--- src/rtl/spi_target_pkg.sv ---
// constants and carrier types for the serial target frame timing block
// ==========================================================================
// Contract
// - The controller uses polarity 0 and phase 0 and the device captures input bits on clock rise.
// - The device launches each output bit on the falling clock edge; the code launches the first bit at frame select fall.
// - The device flags a timeout after frame select stays low for 20 to 50 ms, typically 35.
// - After leaving standby the serial port, converter and buffered switch are ready within typically 10 us.
// - After leaving standby the pump-fed power stages become ready after 560 to 960 us, typically 750.
// - The serial output is released while frame select is high and driven while it is low; the code drives it only while the port is also ready.
package spi_target_pkg;
  // ========================================================================
  // timebase
  localparam int unsigned CLK_MHZ = 100;
  localparam int unsigned FRAME_BITS = 24;
  // ========================================================================
  // timing figures in their own units and derived cycle counts
  localparam int unsigned SELECT_LOW_TIMEOUT_MS = 35;
  localparam int unsigned SELECT_LOW_TIMEOUT_CYC =
    SELECT_LOW_TIMEOUT_MS * 1000 * CLK_MHZ;
  localparam int unsigned PORT_READY_US = 10;
  localparam int unsigned PORT_READY_CYC = PORT_READY_US * CLK_MHZ;
  localparam int unsigned PUMP_STAGE_READY_DELAY_US = 750;
  localparam int unsigned PUMP_STAGE_READY_DELAY_CYC =
    PUMP_STAGE_READY_DELAY_US * CLK_MHZ;
  localparam int unsigned MIN_SELECT_HIGH_TIME_US = 6;
  localparam int unsigned MIN_SELECT_HIGH_TIME_CYC =
    MIN_SELECT_HIGH_TIME_US * CLK_MHZ;
  localparam int unsigned MIN_SCLK_PERIOD_NS = 250;
  // ========================================================================
  // reset values
  localparam logic [FRAME_BITS-1:0] SHIFT_RESET = 24'h000000;
  // ========================================================================
  // carrier for a committed command; one-hot power states
  typedef struct packed {
    logic valid;
    logic [FRAME_BITS-1:0] data;
  } command_t;
  typedef enum logic [2:0] {
    ST_STANDBY = 3'b001,
    ST_WAKING = 3'b010,
    ST_ACTIVE = 3'b100
  } power_state_t;
endpackage

--- src/rtl/spi_target_frame_timing.sv ---
// serial target port: sampling, launch, output enable, timeouts, wake delays
`timescale 1ns/1ps
`default_nettype none
module spi_target_frame_timing
#(
  parameter int unsigned TIMEOUT_CYC = spi_target_pkg::SELECT_LOW_TIMEOUT_CYC,
  parameter int unsigned PUMP_CYC = spi_target_pkg::PUMP_STAGE_READY_DELAY_CYC
)
(
  input wire logic clk,
  input wire logic rst_n,
  input wire logic frameSelectLow,
  input wire logic serialClock,
  input wire logic serialIn,
  input wire logic wakeRequest,
  input wire logic [spi_target_pkg::FRAME_BITS-1:0] replyData,
  output logic serialOut,
  output logic serialOutEn,
  output spi_target_pkg::command_t command,
  output logic selectTimeout,
  output logic portReady,
  output logic pumpStageReady
);
  import spi_target_pkg::*;

  // ========================================================================
  // input edge detection; pins are taken as synchronous to clk
  logic sclkReg, sclkNext, selReg, selNext;
  logic sclkRise, sclkFall, selFall, selRise;

  always_comb
  begin
    sclkNext = serialClock;
    selNext = frameSelectLow;
  end

  always_ff @(posedge clk or negedge rst_n)
  begin
    if (!rst_n)
    begin
      sclkReg <= 1'b0;
      selReg <= 1'b1;
    end
    else
    begin
      sclkReg <= sclkNext;
      selReg <= selNext;
    end
  end

  assign sclkRise = serialClock & ~sclkReg;
  assign sclkFall = ~serialClock & sclkReg;
  assign selFall = ~frameSelectLow & selReg;
  assign selRise = frameSelectLow & ~selReg;

  // ========================================================================
  // power sequencing: standby, waking, active
  power_state_t stateReg, stateNext;
  logic [31:0] wakeCntReg, wakeCntNext;
  logic portReadyReg, portReadyNext, pumpReadyReg, pumpReadyNext;

  // both ready flags count from the same wake start
  always_comb
  begin
    stateNext = stateReg;
    wakeCntNext = wakeCntReg;
    portReadyNext = portReadyReg;
    pumpReadyNext = pumpReadyReg;
    unique case (stateReg)
      ST_STANDBY:
      begin
        portReadyNext = 1'b0;
        pumpReadyNext = 1'b0;
        wakeCntNext = 32'h00000000;
        if (wakeRequest)
          stateNext = ST_WAKING;
      end
      ST_WAKING:
      begin
        wakeCntNext = wakeCntReg + 32'h00000001;
        if (wakeCntReg + 32'h00000001 >= 32'(PORT_READY_CYC))
          portReadyNext = 1'b1;
        if (wakeCntReg + 32'h00000001 >= 32'(PUMP_CYC))
        begin
          pumpReadyNext = 1'b1;
          stateNext = ST_ACTIVE;
        end
      end
      ST_ACTIVE:
      begin
        if (!wakeRequest)
          stateNext = ST_STANDBY;
      end
    endcase
    // dropping the wake request leaves active mode at once, so the ready
    // flags fall with it instead of trailing the state by a cycle
    if (!wakeRequest)
    begin
      stateNext = ST_STANDBY;
      wakeCntNext = 32'h00000000;
      portReadyNext = 1'b0;
      pumpReadyNext = 1'b0;
    end
  end

  always_ff @(posedge clk or negedge rst_n)
  begin
    if (!rst_n)
    begin
      stateReg <= ST_STANDBY;
      wakeCntReg <= 32'h00000000;
      portReadyReg <= 1'b0;
      pumpReadyReg <= 1'b0;
    end
    else
    begin
      stateReg <= stateNext;
      wakeCntReg <= wakeCntNext;
      portReadyReg <= portReadyNext;
      pumpReadyReg <= pumpReadyNext;
    end
  end

  assign portReady = portReadyReg;
  assign pumpStageReady = pumpReadyReg;

  // ========================================================================
  // frame shifting, output launch and command commit
  logic [FRAME_BITS-1:0] rxReg, rxNext, txReg, txNext;
  logic [7:0] bitCntReg, bitCntNext;
  logic doReg, doNext, doEnReg, doEnNext;
  logic [31:0] lowCntReg, lowCntNext;
  logic abortReg, abortNext, toReg, toNext;
  command_t cmdReg, cmdNext;
  logic inFrame;

  // frames are ignored until the port is ready; a frame open at wake-up
  // is picked up mid-frame once the port is ready, without the start-of-frame reset
  // of shift registers, bit count and abort, and with the output enabled from then on
  assign inFrame = ~frameSelectLow & portReadyReg;

  always_comb
  begin
    rxNext = rxReg;
    txNext = txReg;
    bitCntNext = bitCntReg;
    doNext = doReg;
    doEnNext = inFrame;
    lowCntNext = 32'h00000000;
    abortNext = abortReg;
    toNext = 1'b0;
    cmdNext = cmdReg;
    cmdNext.valid = 1'b0;
    if (selFall && portReadyReg)
    begin
      rxNext = SHIFT_RESET;
      bitCntNext = 8'h00;
      abortNext = 1'b0;
      txNext = {replyData[FRAME_BITS-2:0], 1'b0};
      doNext = replyData[FRAME_BITS-1];
    end
    else if (inFrame)
    begin
      if (sclkRise && !abortReg)
      begin
        rxNext = {rxReg[FRAME_BITS-2:0], serialIn};
        bitCntNext = bitCntReg + 8'h01;
      end
      if (sclkFall && !abortReg)
      begin
        doNext = txReg[FRAME_BITS-1];
        txNext = {txReg[FRAME_BITS-2:0], 1'b0};
      end
      // counter saturates: the flag pulses once per stuck frame
      lowCntNext = lowCntReg;
      if (!abortReg)
      begin
        lowCntNext = lowCntReg + 32'h00000001;
        if (lowCntReg + 32'h00000001 >= 32'(TIMEOUT_CYC))
        begin
          toNext = 1'b1;
          abortNext = 1'b1;
        end
      end
    end
    // a command only ever takes effect on the closing edge
    if (selRise && portReadyReg && !abortReg
        && bitCntReg == 8'(FRAME_BITS))
    begin
      cmdNext.valid = 1'b1;
      cmdNext.data = rxReg;
    end
  end

  always_ff @(posedge clk or negedge rst_n)
  begin
    if (!rst_n)
    begin
      rxReg <= SHIFT_RESET;
      txReg <= SHIFT_RESET;
      bitCntReg <= 8'h00;
      doReg <= 1'b0;
      doEnReg <= 1'b0;
      lowCntReg <= 32'h00000000;
      abortReg <= 1'b0;
      toReg <= 1'b0;
      cmdReg <= '0;
    end
    else
    begin
      rxReg <= rxNext;
      txReg <= txNext;
      bitCntReg <= bitCntNext;
      doReg <= doNext;
      doEnReg <= doEnNext;
      lowCntReg <= lowCntNext;
      abortReg <= abortNext;
      toReg <= toNext;
      cmdReg <= cmdNext;
    end
  end

  assign serialOut = doReg;
  assign serialOutEn = doEnReg;
  assign selectTimeout = toReg;
  assign command = cmdReg;
endmodule
`default_nettype wire

--- config.mk ---
export PLATFORM = sky130hd
export DESIGN_NAME = spi_target_frame_timing
export DESIGN_NICKNAME = d
export VERILOG_FILES = /design/src/rtl/spi_target_pkg.sv /design/src/rtl/spi_target_frame_timing.sv
export SDC_FILE = /design/constraint.sdc
export NUM_CORES = 1
export LEC_CHECK = 0
export BUFFER_PORTS_ARGS = -buffer_cell sky130_fd_sc_hd__buf_4
export CAP_MARGIN = 20
export CORE_MARGIN = 1.5
export CORE_UTILIZATION = 45
export CTS_BUF_LIST = sky130_fd_sc_hd__clkbuf_4 sky130_fd_sc_hd__clkbuf_8
export CTS_CLUSTER_DIAMETER = 40
export DETAILED_ROUTE_END_ITERATION = 10
export MAX_ROUTING_LAYER = met4
export PLACE_DENSITY = 0.67
export SKIP_LAST_GASP = 1
export SLEW_MARGIN = 20
export SYNTH_ARGS = -nofsm -noshare
export SYNTH_HDL_FRONTEND = slang
export SYNTH_SLANG_ARGS = --single-unit
export TNS_END_PERCENT = 100
--- constraint.sdc ---
create_clock -name clk -period 2.7 [get_ports clk]
set_input_delay 0.54 -clock clk [delete_from_list [all_inputs] [get_ports clk]]
set_output_delay 0.54 -clock clk [all_outputs]
set_load 0.02 [all_outputs]
==> results.sh <==
export IMPL_worstSkewPairLatency_ns=0.45
export IMPL_coreArea_mm2=0.0179
export IMPL_critical_path_reg2reg_startpoint="lowCntReg[12]"
export IMPL_synth_mux_area_fraction_pct=6.61
export IMPL_timing_slew_headroom_pct=30.5
export IMPL_final_fill_count=1687
export IMPL_cts_root_buffer_cell="sky130_fd_sc_hd__clkbuf_8"
export IMPL_timing_max_transition_violations_final=0
export IMPL_synth_edff_count=0
export IMPL_synthXorXnorAreaFrac_pct=5.34
export IMPL_cell_count_after_synthesis=838
export IMPL_post_synth_top_area_fraction_pct=46.7
export IMPL_cts_resized=0
export IMPL_place_inst=1105
export IMPL_final_min_clock_period_ns=2.51
export IMPL_detail_route_wirelength_mm=17.2
export IMPL_ys_seq_elements=155
export IMPL_cts_sinks=155
export IMPL_slew_at_the_pin_closest_to_its_max_slew_limit_ns=1.04
export IMPL_worst_setup_path_category="flop to flop"
export IMPL_die_area_mm2=0.0190
export IMPL_synth_top_family_by_area="simple AND/OR/NAND/NOR gates"
export IMPL_first_iter_violations=412
export IMPL_synth_yosys_seq_area_share_pct=47.3
export IMPL_drc_errors=0
export IMPL_hp_class="primary input to asynchronous set/reset pin"
export IMPL_timing_hold_violations_final=0
export IMPL_top_cells_by_area_in_the_synthesized_netlist="sky130_fd_sc_hd__dfrtp_1, sky130_fd_sc_hd__o21ai_0, sky130_fd_sc_hd__nand2_1"
export IMPL_worst_r2r_endpoint="abortReg"
export IMPL_worstPathMaxFanout=8
export IMPL_endpoint_kind="flop"
export IMPL_max_freq_mhz=398
export IMPL_worst_setup_path_start_kind="flop"
export IMPL_htree_levels=4
export IMPL_die_y_um=138
export IMPL_die_width_um=138
export IMPL_synth_compound_area_share_pct=15.6
export IMPL_power_per_cell_area_mw_per_mm2=439
export IMPL_antenna_cells=0
export IMPL_timing_reg2reg_setup_slack_ns=0.19
export IMPL_yosys_warnings=0
export IMPL_grt_use_total_pct=19.1
export IMPL_vdd_ir_drop_worst_mv=0.264
export IMPL_synth_async_reset_ratio_pct=100
export IMPL_global_route_overflow_total=0
export IMPL_grt_max_degree=71
export IMPL_synth_cell_area_mm2=0.00820
export IMPL_maxCapViolations=0
export IMPL_outcome="complete, no violations"
export IMPL_fp_row_count=49
export IMPL_finalNetCount=929
export IMPL_route_antenna_remaining_nets=0
export IMPL_r2r_worst_path_cells=8
export IMPL_avgSynthCellArea_um2=9.79
export IMPL_cts_hold_repair_buffers=0
export IMPL_cp_data_required_time_ns=3.03
export IMPL_syn_to_final_growth_pct=13.6
export IMPL_finalSetupTns_ns=0
export IMPL_post_synth_fa_ha_maj_area_fraction_pct=0.610
export IMPL_worst_ep_arrival_time_ns=2.84
export IMPL_final_period_utilization_pct=93.0
export IMPL_synth_fp_nets=872
export IMPL_route_vias_total=6347
export IMPL_drt_pass1_iter_count=8
export IMPL_multi_input_comb_area_mm2=0.00404
export IMPL_top_level_ports=60
export IMPL_grt_first_pass_wirelength_mm=29.5
export IMPL_cts_buffers=17
export IMPL_yosysUniqueCellTypes=84
export IMPL_max_buffers_root_to_sink=2
export IMPL_timing_clock_skew_ns=0.0162
export IMPL_rsz0062_at_grt="no"
export IMPL_yosysTopAreaCell="sky130_fd_sc_hd__dfrtp_1"
export IMPL_io_buffers=59
export IMPL_yosys_area_share_simple_pct=20.7
export IMPL_vias_per_cell=5.58
export IMPL_pre_cts_ws_ns=0.143
export IMPL_setup_violations=0
export IMPL_clock_pin_slew_of_the_registers_on_the_worst_case_setup_and_hold_paths_ns=0.09
export IMPL_ys_dominant_reg_cell="sky130_fd_sc_hd__dfrtp_1"
export IMPL_report_power_total_mw=4.09
export IMPL_postCtsSetupRepairBufs=0
export IMPL_layout_cells_non_filler=1137
export IMPL_start_util_pct=45.8
export IMPL_final_setup_worst_slack_ns=0.189
export IMPL_seqCellArea_mm2=0.00388
export IMPL_routedWlPerCell_um=15.1
export IMPL_placed_wire_length_estimate_mm=11.7
export IMPL_finalCoreUtilization_pct=52.1
export IMPL_initial_antenna_violation_count=0
export IMPL_share_of_cells_above_drive_strength_1_pct=20.3
export IMPL_cts_tree="built"
export IMPL_static_leakage_power_nw=4.00
export IMPL_grt_pass1_vias=6018
export IMPL_routabilityCongestion=0.841
==> placed cells by master, fill, tap and decap left out, types with 24 or more instances in the layout <==
cell / instances
sky130_fd_sc_hd__buf_4: 84
sky130_fd_sc_hd__mux2i_1: 26
sky130_fd_sc_hd__xnor2_1: 25
sky130_fd_sc_hd__o21ai_0: 80
sky130_fd_sc_hd__mux2_2: 24
sky130_fd_sc_hd__nand3_1: 33
sky130_fd_sc_hd__a22o_1: 27
sky130_fd_sc_hd__dfrtp_1: 153
sky130_fd_sc_hd__nor2_1: 69
sky130_fd_sc_hd__nand2_1: 101
sky130_fd_sc_hd__xor2_1: 25
==> state kept, by name (all words and copies together) (netlist names), 3 cells and up <==
name / cells
rxReg: 24
stateReg: 3
lowCntReg: 32
command: 25
wakeCntReg: 32
txReg: 23
bitCntReg: 8
==> cells in the mapped netlist (3+ instances only) <==
cell type                     n
sky130_fd_sc_hd__a21oi_1     19
sky130_fd_sc_hd__a22o_1      27
sky130_fd_sc_hd__a31oi_1      6
sky130_fd_sc_hd__and2_1       5
sky130_fd_sc_hd__and3_1      17
sky130_fd_sc_hd__and4_1       9
sky130_fd_sc_hd__buf_2       11
sky130_fd_sc_hd__buf_6        8
sky130_fd_sc_hd__clkbuf_1    29
sky130_fd_sc_hd__dfrtp_1    153
sky130_fd_sc_hd__ha_1         4
sky130_fd_sc_hd__inv_1       12
sky130_fd_sc_hd__mux2_2      24
sky130_fd_sc_hd__mux2i_1     26
sky130_fd_sc_hd__nand2_1    101
sky130_fd_sc_hd__nand2b_1     5
sky130_fd_sc_hd__nand3_1     33
sky130_fd_sc_hd__nand4_1     19
sky130_fd_sc_hd__nor2_1      69
sky130_fd_sc_hd__nor2_2       3
sky130_fd_sc_hd__nor2b_1      3
sky130_fd_sc_hd__nor3_1      13
sky130_fd_sc_hd__nor3_2       3
sky130_fd_sc_hd__nor3b_1      6
sky130_fd_sc_hd__nor4_1       3
sky130_fd_sc_hd__nor4_2       3
sky130_fd_sc_hd__o2111ai_1    3
sky130_fd_sc_hd__o21a_1       3
sky130_fd_sc_hd__o21ai_0     81
sky130_fd_sc_hd__o31ai_1     13
sky130_fd_sc_hd__o41ai_1      3
sky130_fd_sc_hd__or3_1        6
sky130_fd_sc_hd__xnor2_1     25
sky130_fd_sc_hd__xor2_1      25
==> worst max path at each step <==
stage	slack, ns	endpoint	depth (start not counted)	from
after floorplan	0.30	portReady	9	wakeCntReg[0]
final	0.19	abortReg	8	lowCntReg[12]
after detailed placement	0.14	stateReg[1]	10	wakeCntReg[0]
after CTS	0.13	stateReg[1]	10	wakeCntReg[0]
after global placement	0.25	stateReg[1]	10	wakeCntReg[0]
after global routing	0.007	stateReg[1]	10	wakeCntReg[0]
==> power by group <==
group / total [mW] / leakage [nW] / switching, mW / internal (mW)
logic: 0.146 / 1.67 / 0.0911 / 0.0546
clock network: 1.62 / 0.179 / 0.936 / 0.681
registers: 2.33 / 2.15 / 0.00725 / 2.32
==> layout make-up <==
cell class | instances | area share [%]
Multi-Input combinational cell | 621 | 43.4
Sequential cell | 155 | 41.6
Timing Repair Buffer | 88 | 7.53
Tap cell | 229 | 3.07
Clock buffer | 19 | 2.67
Clock inverter | 13 | 1.22
Inverter | 12 | 0.483
==> logic make-up after synthesis <==
family          after synthesis
buf+inv                      62
simple gates                324
xor+xnor                     50
mux                          51
compound gates              192
flops                       155
fa+ha+maj                     4
==> stage by stage <==
stage               area, um2  hold slack (ns)
finish                   9320            0.105
global route             9320            0.120
CTS                      9310            0.111
detailed placement       8950            0.469
global placement         8950            0.461
floorplan                8200            0.244
==> worst max-delay path, cell delays in order (launching register included) <==
cell                       delay [ns]
sky130_fd_sc_hd__dfrtp_1         0.49
sky130_fd_sc_hd__and2_0          0.32
sky130_fd_sc_hd__nand4_1         0.31
sky130_fd_sc_hd__nor4_2          0.39
sky130_fd_sc_hd__mux2_1          0.35
sky130_fd_sc_hd__nor2_1          0.09
sky130_fd_sc_hd__a41oi_1         0.06
sky130_fd_sc_hd__a211oi_2        0.29
sky130_fd_sc_hd__a211oi_2        0.10
==> layer usage <==
layer,wire length [um],GRT usage (%),vias to the layer above
met1,8460,26.4,3074
li1,-,-,3134
met4,287,5.93,0
met3,565,3.78,28
met5,0,-,-
met2,7890,28.6,111
Note: power is estimated with default switching activity, not from simulation.
